<file path="src/verilog/cfg_word_map_pkg.sv">
// Constants for the configuration word mapper: load word addresses,
// field positions within load words and reset defaults.
// Assumes a 16-bit load word bus with byte-granular word addresses.
package cfg_word_map_pkg;
    // Load word addresses.
    localparam logic [7:0] addr_phy_port1  = 8'h42;
    localparam logic [7:0] addr_phy_port2  = 8'h44;
    localparam logic [7:0] addr_phy_port3  = 8'h46;
    localparam logic [7:0] addr_pic_port0  = 8'h48;
    localparam logic [7:0] addr_pic_port1  = 8'h4a;
    localparam logic [7:0] addr_pic_port2  = 8'h4c;
    localparam logic [7:0] addr_pic_port3  = 8'h4e;
    localparam logic [7:0] addr_pm_port0   = 8'h50;
    localparam logic [7:0] addr_pm_port1   = 8'h52;

    // Reset defaults of the load words.
    localparam logic [15:0] phy_word_default = 16'h101d;
    localparam logic [15:0] pic_word_default = 16'h000f;
    localparam logic [7:0]  pm_low_default   = 8'hff;
    localparam logic [7:0]  pm_high_default  = 8'h00;

    // PHY load word field positions.
    localparam int phy_b_lsb    = 0;
    localparam int phy_b_width  = 5;
    localparam int phy_c_lsb    = 5;
    localparam int phy_c_width  = 7;
    localparam int deemph_bit   = 12;
    localparam int comp_det_bit = 13;
    localparam int dccs_lsb     = 14;

    // Power-management load word field positions.
    localparam int nsr_bit      = 0;
    localparam int aux_lsb      = 1;
    localparam int d1_bit       = 4;
    localparam int d2_bit       = 5;
    localparam int pme_lsb      = 6;
    localparam int pm_data_lsb  = 8;
endpackage

</file>
<file path="src/verilog/eeprom_config_word_mapper.sv">
// Maps 16-bit configuration load words into per-port register fields.
// Assumes the loader presents one word with a one-cycle write strobe;
// the serial memory protocol is handled elsewhere.
// Functional notes
// - Port 1 word: bits 12, 13 and 15:14 mapped
// - Word 44h: port 2, bits 4:0 to tuning
// - Port 2 remaining fields split across registers
// - Word 46h: same split for port 3
// - Words 48h-4Eh fill control upper halves
// - Word 50h: port 0 soft reset, aux current
// - Bits 4,5 give D1/D2 support bits
// - Bits 7:6 give PME support D1/D2
// - High byte gives read-only PM data
// - Word 52h: same split for port 1
`timescale 1ns/10ps

module eeprom_config_word_mapper
    import cfg_word_map_pkg::*;
(
    // Clock and reset.
    input  wire logic        clk,
    input  wire logic        reset_n,
    // Load word input from the loader.
    input  wire logic        word_write,
    input  wire logic [7:0]  word_addr,
    input  wire logic [15:0] word_data,
    // PHY tuning outputs, ports 1 to 3 (index 0 unused by this block).
    output logic [4:0]       phy_tuning_field_b_p2,
    output logic [4:0]       phy_tuning_field_b_p3,
    output logic [6:0]       phy_tuning_field_c_p2,
    output logic [6:0]       phy_tuning_field_c_p3,
    output logic [3:1]       deemph_select,
    output logic [3:1]       compliance_to_detect,
    output logic [1:0]       data_change_count_select_p1,
    output logic [1:0]       data_change_count_select_p2,
    output logic [1:0]       data_change_count_select_p3,
    // Upper halves of the PHY interface control word, per port.
    output logic [15:0]      phy_interface_control_word_p0,
    output logic [15:0]      phy_interface_control_word_p1,
    output logic [15:0]      phy_interface_control_word_p2,
    output logic [15:0]      phy_interface_control_word_p3,
    // Power-management fields, ports 0 and 1.
    output logic [1:0]       no_soft_reset,
    output logic [2:0]       aux_current_p0,
    output logic [2:0]       aux_current_p1,
    output logic [1:0]       d1_support,
    output logic [1:0]       d2_support,
    output logic [1:0]       pme_support_p0,
    output logic [1:0]       pme_support_p1,
    output logic [7:0]       pm_data_p0,
    output logic [7:0]       pm_data_p1
);

    // ********************************************************
    // Word storage
    // ********************************************************

    // Whole load words are kept; every output bit is taken from one of them,
    // so each output comes straight from a flip-flop with no logic after it.
    // Keeping whole words costs a few flip-flops for bits that no output
    // uses, but puts the whole word-to-field map in one place below.
    //
    // PHY load word, one each for ports 1 to 3:
    //   bits 4:0    tuning field b
    //   bits 11:5   tuning field c
    //   bit 12      de-emphasis select
    //   bit 13      compliance to detect
    //   bits 15:14  data change count select
    //
    // Power-management load word, one each for ports 0 and 1:
    //   bit 0       no soft reset
    //   bits 3:1    auxiliary current
    //   bit 4       D1 support
    //   bit 5       D2 support
    //   bits 7:6    PME support in D1 and D2
    //   bits 15:8   power-management data byte
    //
    // The control words pass all 16 bits through unchanged.
    // Port 1 has no tuning outputs here, so bits 11:0 of its PHY word
    // are stored but unused; they only keep the word handling uniform.

    // ********************************************************
    // Address decode
    // ********************************************************

    // One hit line per load word; a hit needs the strobe and an exact
    // address match, so writes to any other address leave no trace.
    logic       hit_phy_p1;
    logic       hit_phy_p2;
    logic       hit_phy_p3;
    logic [3:0] hit_pic;
    logic       hit_pm_p0;
    logic       hit_pm_p1;

    // The decode is combinational; the words are captured at the edge
    // that samples the strobe, so a field follows its word one cycle on.
    always_comb
    begin
        hit_phy_p1 = word_write && (word_addr == addr_phy_port1);
        hit_phy_p2 = word_write && (word_addr == addr_phy_port2);
        hit_phy_p3 = word_write && (word_addr == addr_phy_port3);
        hit_pic[0] = word_write && (word_addr == addr_pic_port0);
        hit_pic[1] = word_write && (word_addr == addr_pic_port1);
        hit_pic[2] = word_write && (word_addr == addr_pic_port2);
        hit_pic[3] = word_write && (word_addr == addr_pic_port3);
        hit_pm_p0  = word_write && (word_addr == addr_pm_port0);
        hit_pm_p1  = word_write && (word_addr == addr_pm_port1);
    end

    // ********************************************************
    // PHY load words, ports 1 to 3
    // ********************************************************

    // Stored PHY words and their next values.
    logic [15:0] phy_word      [1:3];
    logic [15:0] next_phy_word [1:3];

    // A hit replaces the whole word and anything else holds it, so a
    // rewrite of the same address simply wins over the earlier load.
    always_comb
    begin
        next_phy_word = phy_word;
        if (hit_phy_p1)
        begin
            next_phy_word[1] = word_data;
        end
        if (hit_phy_p2)
        begin
            next_phy_word[2] = word_data;
        end
        if (hit_phy_p3)
        begin
            next_phy_word[3] = word_data;
        end
    end

    // Reset restores the default word, and with it the default of every
    // field split from that word.
    // Defaults until loaded.
    always_ff @(posedge clk or negedge reset_n)
    begin
        if (!reset_n)
        begin
            for (int i = 1; i <= 3; i++)
            begin
                phy_word[i] <= phy_word_default;
            end
        end
        else
        begin
            phy_word <= next_phy_word;
        end
    end

    // ********************************************************
    // PHY interface control words, ports 0 to 3
    // ********************************************************

    // Stored upper halves and their next values.
    logic [15:0] pic_word      [0:3];
    logic [15:0] next_pic_word [0:3];

    // The four words share one decode loop; each one only moves on its
    // own hit, so loading one port never disturbs the others.
    always_comb
    begin
        next_pic_word = pic_word;
        for (int p = 0; p <= 3; p++)
        begin
            if (hit_pic[p])
            begin
                next_pic_word[p] = word_data;
            end
        end
    end

    // Reset restores the default upper half of every port.
    // Defaults until loaded.
    always_ff @(posedge clk or negedge reset_n)
    begin
        if (!reset_n)
        begin
            for (int i = 0; i <= 3; i++)
            begin
                pic_word[i] <= pic_word_default;
            end
        end
        else
        begin
            pic_word <= next_pic_word;
        end
    end

    // ********************************************************
    // Power-management load words, ports 0 and 1
    // ********************************************************

    // Stored power words and their next values.
    logic [15:0] pm_word      [0:1];
    logic [15:0] next_pm_word [0:1];

    // Same pattern as the PHY words: a hit replaces, anything else holds.
    always_comb
    begin
        next_pm_word = pm_word;
        if (hit_pm_p0)
        begin
            next_pm_word[0] = word_data;
        end
        if (hit_pm_p1)
        begin
            next_pm_word[1] = word_data;
        end
    end

    // The low byte resets to all ones and the high byte to zero, so an
    // unloaded port advertises every capability with an empty data byte.
    // Defaults until loaded.
    always_ff @(posedge clk or negedge reset_n)
    begin
        if (!reset_n)
        begin
            for (int i = 0; i <= 1; i++)
            begin
                pm_word[i] <= {pm_high_default, pm_low_default};
            end
        end
        else
        begin
            pm_word <= next_pm_word;
        end
    end

    // ********************************************************
    // Port 0 fields
    // ********************************************************

    assign phy_interface_control_word_p0 = pic_word[0];

    // Software sees the capability and data fields as read-only; only a
    // new load word can change them, and only until the next reset.
    // Reset flag, aux current.
    assign no_soft_reset[0] = pm_word[0][nsr_bit];
    assign aux_current_p0   = pm_word[0][aux_lsb +: 3];
    assign d1_support[0] = pm_word[0][d1_bit];
    assign d2_support[0] = pm_word[0][d2_bit];
    assign pme_support_p0 = pm_word[0][pme_lsb +: 2];
    assign pm_data_p0 = pm_word[0][pm_data_lsb +: 8];

    // ********************************************************
    // Port 1 fields
    // ********************************************************

    assign compliance_to_detect[1]     = phy_word[1][comp_det_bit];
    assign data_change_count_select_p1 = phy_word[1][dccs_lsb +: 2];
    // The de-emphasis bit of the same word.
    assign deemph_select[1]            = phy_word[1][deemph_bit];

    assign phy_interface_control_word_p1 = pic_word[1];

    assign no_soft_reset[1] = pm_word[1][nsr_bit];
    assign aux_current_p1   = pm_word[1][aux_lsb +: 3];
    assign d1_support[1]    = pm_word[1][d1_bit];
    assign d2_support[1]    = pm_word[1][d2_bit];
    assign pme_support_p1   = pm_word[1][pme_lsb +: 2];
    assign pm_data_p1       = pm_word[1][pm_data_lsb +: 8];

    // ********************************************************
    // Port 2 fields
    // ********************************************************

    assign phy_tuning_field_b_p2 = phy_word[2][phy_b_lsb +: phy_b_width];
    assign phy_tuning_field_c_p2       = phy_word[2][phy_c_lsb +: phy_c_width];
    assign deemph_select[2]            = phy_word[2][deemph_bit];
    assign compliance_to_detect[2]     = phy_word[2][comp_det_bit];
    assign data_change_count_select_p2 = phy_word[2][dccs_lsb +: 2];

    assign phy_interface_control_word_p2 = pic_word[2];

    // ********************************************************
    // Port 3 fields
    // ********************************************************

    assign phy_tuning_field_b_p3       = phy_word[3][phy_b_lsb +: phy_b_width];
    assign phy_tuning_field_c_p3       = phy_word[3][phy_c_lsb +: phy_c_width];
    assign deemph_select[3]            = phy_word[3][deemph_bit];
    assign compliance_to_detect[3]     = phy_word[3][comp_det_bit];
    assign data_change_count_select_p3 = phy_word[3][dccs_lsb +: 2];

    assign phy_interface_control_word_p3 = pic_word[3];

endmodule

</file>
<file path="config.mk">
export PLATFORM = sky130hd
export DESIGN_NAME = eeprom_config_word_mapper
export DESIGN_NICKNAME = d
export VERILOG_FILES = /design/src/verilog/cfg_word_map_pkg.sv /design/src/verilog/eeprom_config_word_mapper.sv
export SDC_FILE = /design/constraint.sdc
export NUM_CORES = 1
export LEC_CHECK = 0
export BUFFER_PORTS_ARGS = -buffer_cell sky130_fd_sc_hd__buf_2
export CAP_MARGIN = 20
export CORE_MARGIN = 2
export CORE_UTILIZATION = 55
export DETAILED_ROUTE_END_ITERATION = 8
export PLACE_DENSITY = 0.91
export SETUP_SLACK_MARGIN = 0.3
export SLEW_MARGIN = 5
export SYNTH_ARGS = -nofsm -noshare
export SYNTH_HDL_FRONTEND = slang
export SYNTH_SLANG_ARGS = --single-unit
</file>
<file path="constraint.sdc">
create_clock -name clk -period 1.2 [get_ports clk]
set_clock_uncertainty 0.05 [all_clocks]
set_input_delay 0.06 -clock clk [delete_from_list [all_inputs] [get_ports clk]]
set_output_delay 0.06 -clock clk [all_outputs]
set_load 0.005 [all_outputs]
</file>
# Word-level counts from Yosys, hierarchy flattened

Index checks and enable logic that the tools add are counted.

Register bits: 144
Word-level logic and storage cells: 27
Output and inout bits: 132

Reductions and logical operators: 9
Equal/unequal tests: 9

Operators by type and width:

| operator                                                        | number |
|---|---|
| 8-bit by 7-bit == test with 1-bit output, second input constant | 9 |
| 1-bit logical AND                                               | 9 |

# Logic depth before layout (Yosys ltp)

Word-level depth: 2
Mapped depth: 6
Gate-level depth less buffers: 3

# Worst setup path after synthesis

OpenSTA, ideal clock, no wires.

Path type: in2reg
Start point: in word_addr[5]
End point: reg pic_word (netlist bit phy_interface_control_word_p2[10])
Buffers on the path: 2
Arrival: 1336 ps
Slack: -311 ps
Stages on the path: 5
Required time: 1025 ps
Path through: nor4b_4 and4_1 buf_4 buf_4 mux2_2

Word-level cells in the longest chain between the ends: 2

Ends and longest elaborated chain:

| what                                     | line                             | text |
|---|---|---|
| from (decl)                              | eeprom_config_word_mapper.sv:25  | `input wire logic [7:0] word_addr,` |
| 8-bit by 7-bit == test with 1-bit output | eeprom_config_word_mapper.sv:104 | `hit_pic[2] = word_write && (word_addr == addr_pic_port2);` |
| 1-bit logical AND                        | eeprom_config_word_mapper.sv:104 |  |
| to (signal, indexed assignment)          | eeprom_config_word_mapper.sv:185 | `pic_word[i] <= pic_word_default;` |
| to (signal assigned)                     | eeprom_config_word_mapper.sv:190 | `pic_word <= next_pic_word;` |
| to (decl)                                | eeprom_config_word_mapper.sv:160 | `logic [15:0] pic_word [0:3];` |

No other way between the ends.
A chain may end at the register's enable or synchronous reset.

# Final worst setup path

Start point: reg pm_word (netlist bit d2_support[0])
End point: out d2_support[0]

RTL lines:

| what                   | line                             | text |
|---|---|---|
| from (decl)            | eeprom_config_word_mapper.sv:199 | `logic [15:0] pm_word [0:1];` |
| from (signal assigned) | eeprom_config_word_mapper.sv:230 | `pm_word <= next_pm_word;` |
| to (decl)              | eeprom_config_word_mapper.sv:47  | `output logic [1:0] d2_support,` |

No word-level cell between the ends.

==> flow_metrics.tcl <==
set metrics [dict create \
    root_buffer "clkbuf_8" \
    worstMarginPinSlew_ns 0.542 \
    die_x_um 100 \
    yosysUniqueCellTypes 17 \
    violations "negative setup slack" \
    required_ns 1.09 \
    rsz0062_at_grt "true" \
    timing.fmax_mhz 746 \
    status "complete, but fails checks" \
    cts_num_sinks 132 \
    antenna_found_initial 0 \
    coreArea_um2 9110 \
    drt-total-wl_um 21400 \
    synth_fp_nets 318 \
    relSlewSlack 0.639 \
    io_pins 159 \
    met2_usage 0.599 \
    routabilityCongestion 0.771 \
    grt_max_degree 61 \
    finalSetupViolCount 58 \
    critPathBufInv 1 \
    chipHeight_um 100 \
    rows 35 \
    synth_cells 291 \
    h-tree-depth 4 \
    cp-start-kind "flop" \
    dpl_cell_area_um2 6260 \
    fin_ws_ns -0.141 \
    r2r_slack_ns 0.08 \
    clock_path_buffers 2 \
    min_period_over_period 1.12 \
    viasPerCell 6.02 \
    clk_latency_ns 0.53 \
    grt_pass1_vias 4168 \
    dpl.hpwl_um 8490 \
    diodes 0 \
    busiest_layer "met2" \
    hp-class "input port to asynchronous set/reset pin" \
    fin_crit_ns 1.34 \
    clkTransAtPathRegs_ns 0.07 \
    crit_slowest_cell "dfstp_2" \
    drv_slew 0 \
    p_per_area_nw_per_um2 1390 \
    dr.pass1.iters 5 \
    crit_path_max_fanout 2 \
    peakVddDrop_mv 1.48 \
    cap_violations 0 \
    grt_usage 0.351 \
    grt-ovfl-total 0 \
    cts_tree "built" \
    io_buffers 158 \
    routedWlPerCell_um 29.3 \
    synth_area_um2 5080 \
    finalNetCount 633 \
    avgSynthCellArea_um2 17.4 \
    hold_viol 0 \
    design_area_um2 8630 \
    die-area_um2 10000 \
    power_mw 12.0 \
    drive_above_1_share 0.822 \
    grt_util_met1 0.421 \
    worstSetupEndpointType "output port" \
    route.vias.total 4396 \
    yosysWarnings 0 \
    leakage_nw 4.78 \
    start_util 0.557 \
    ys_ff_latch 132 \
    cts_buffers 17 \
    path_class "flop to output port" \
    crit_chain "buf_2" \
    worstPathArrival_ns 1.23 \
    drc 0 \
    nFillCells 216 \
    seq_area_frac_synth 0.661 \
    synthToLayoutAreaGrowth_pct 70.0 \
    use_met3 0.0996 \
    critPathTopFamily "flip-flops" \
    ant_nets 0 \
    cpPeakStageDelay_ns 0.57 \
    grt_pass1_wl_um 25300 \
    drt-initial-drc-count 251 \
]
[timing repair]
| item | CTS | global route |
|---|---|---|
| cloned | 5 | 0 |
| endpoints found under the hold margin | 264 | 0 |
| endpoints found under the setup margin | 232 | 241 |
| pin swaps | 5 | 3 |
| hold buffers | 17 | 0 |
| setup buffers | 48 | 56 |
| resized for setup | 120 | 49 |
[flip-flops by register name, indices dropped and copies added (netlist names), 3 cells and up]
name,flops
pm_data_p1,8
aux_current_p1,3
deemph_select,3
phy_tuning_field_b_p3,5
phy_tuning_field_c_p3,7
phy_tuning_field_c_p2,7
aux_current_p0,3
phy_interface_control_word_p3,16
phy_interface_control_word_p2,16
compliance_to_detect,3
phy_tuning_field_b_p2,5
phy_interface_control_word_p1,16
pm_data_p0,8
phy_interface_control_word_p0,16
[where the power goes]
group          total [mW]  switching [mW]  internal (mW)
clock                5.77            2.32           3.45
combinational        1.32           0.565          0.757
sequential           4.89           0.173           4.72
total                12.0            3.06           8.93
[cell usage in the layout (no fill, tap or decap), types with 3 or more instances in the layout]
master and n:
buf_2 128, mux2_4 92, dfrtp_1 89, buf_4 84, buf_6 60, dfstp_2 43
mux2_2 40, clkbuf_16 18, dlygate4sd3_1 17, buf_8 10, buf_12 6, inv_6 5
bufinv_16 4, nand4b_4 3
[path summary, 6_finish.rpt]
| kind | to | cells past startpoint | start |
|---|---|---|---|
| max in group asynchronous | deemph_select[1]$_DFFE_PN1P_ | 3 | reset_n |
| min in group clk | phy_tuning_field_b_p2[0]$_DFFE_PN1P_ | 4 | word_addr[2] |
| setup reg to reg | phy_interface_control_word_p3[6]$_DFFE_PN0P_ | 3 | phy_interface_control_word_p3[6]$_DFFE_PN0P_ |
| hold / removal | phy_interface_control_word_p0[11]$_DFFE_PN0P_ | 3 | reset_n |
| setup / recovery | d2_support[0] | 1 | d2_support[0]$_DFFE_PN1P_ |
| hold reg to reg | pm_data_p1[1]$_DFFE_PN0P_ | 1 | pm_data_p1[1]$_DFFE_PN0P_ |
[area by class of cell]
class	instances	area, um2	area share
Clock buffer	17	414	0.0480
Clock inverter	15	219	0.0254
Multi-Input combinational cell	147	2040	0.236
Sequential cell	132	3360	0.389
Tap cell	111	139	0.0161
Timing Repair Buffer	308	2460	0.286
[layer usage]
layer / part of all wire / routed length, um
met1: 0.36 / 7660
met2: 0.50 / 10600
met3: 0.093 / 1980
met4: 0.052 / 1110
met5: 0 / 0
[metrics by stage]
| step | cells | setup WS (ns) | setup TNS [ns] | utilization | hold WS [ns] |
|---|---|---|---|---|---|
| after CTS | 674 | -0.0965 | -3.02 | 0.879 | 0.0622 |
| after detailed placement | 572 | -0.361 | -35.49 | 0.687 | 0.0370 |
| after global routing | 730 | -0.158 | -4.94 | 0.948 | 0.0957 |
| after global placement | 572 | -0.302 | -30.22 | 0.687 | 0.0324 |
| final | 730 | -0.141 | -3.76 | 0.948 | 0.0529 |
| after floorplan | 291 | -0.268 | -17.31 | - | -0.286 |
[synthesized netlist by cell type]
cell type | count | area, um2
mux2_2 | 132 | 1490
dfrtp_1 | 89 | 2230
dfstp_2 | 43 | 1130
buf_4 | 9 | 67.6
nand4b_2 | 3 | 45.0
and4_1 | 2 | 17.5
buf_2 | 2 | 10.0
nand4_1 | 2 | 12.5
and2b_1 | 1 | 7.51
and3b_1 | 1 | 8.76
and4b_1 | 1 | 10.0
clkbuf_1 | 1 | 3.75
nand3_1 | 1 | 5.00
nor2_1 | 1 | 3.75
nor2b_1 | 1 | 6.26
nor3b_2 | 1 | 12.5
nor4b_4 | 1 | 23.8
[logic make-up (layout without fill, tap and decap cells)]
family / count (synthesis) / in the layout / synth area share
mux: 132 / 132 / 0.293
flops: 132 / 132 / 0.661
simple gates: 15 / 15 / 0.0301
buf+inv: 12 / 340 / 0.0160
No activity file was read; power rests on OpenSTA's default activity.
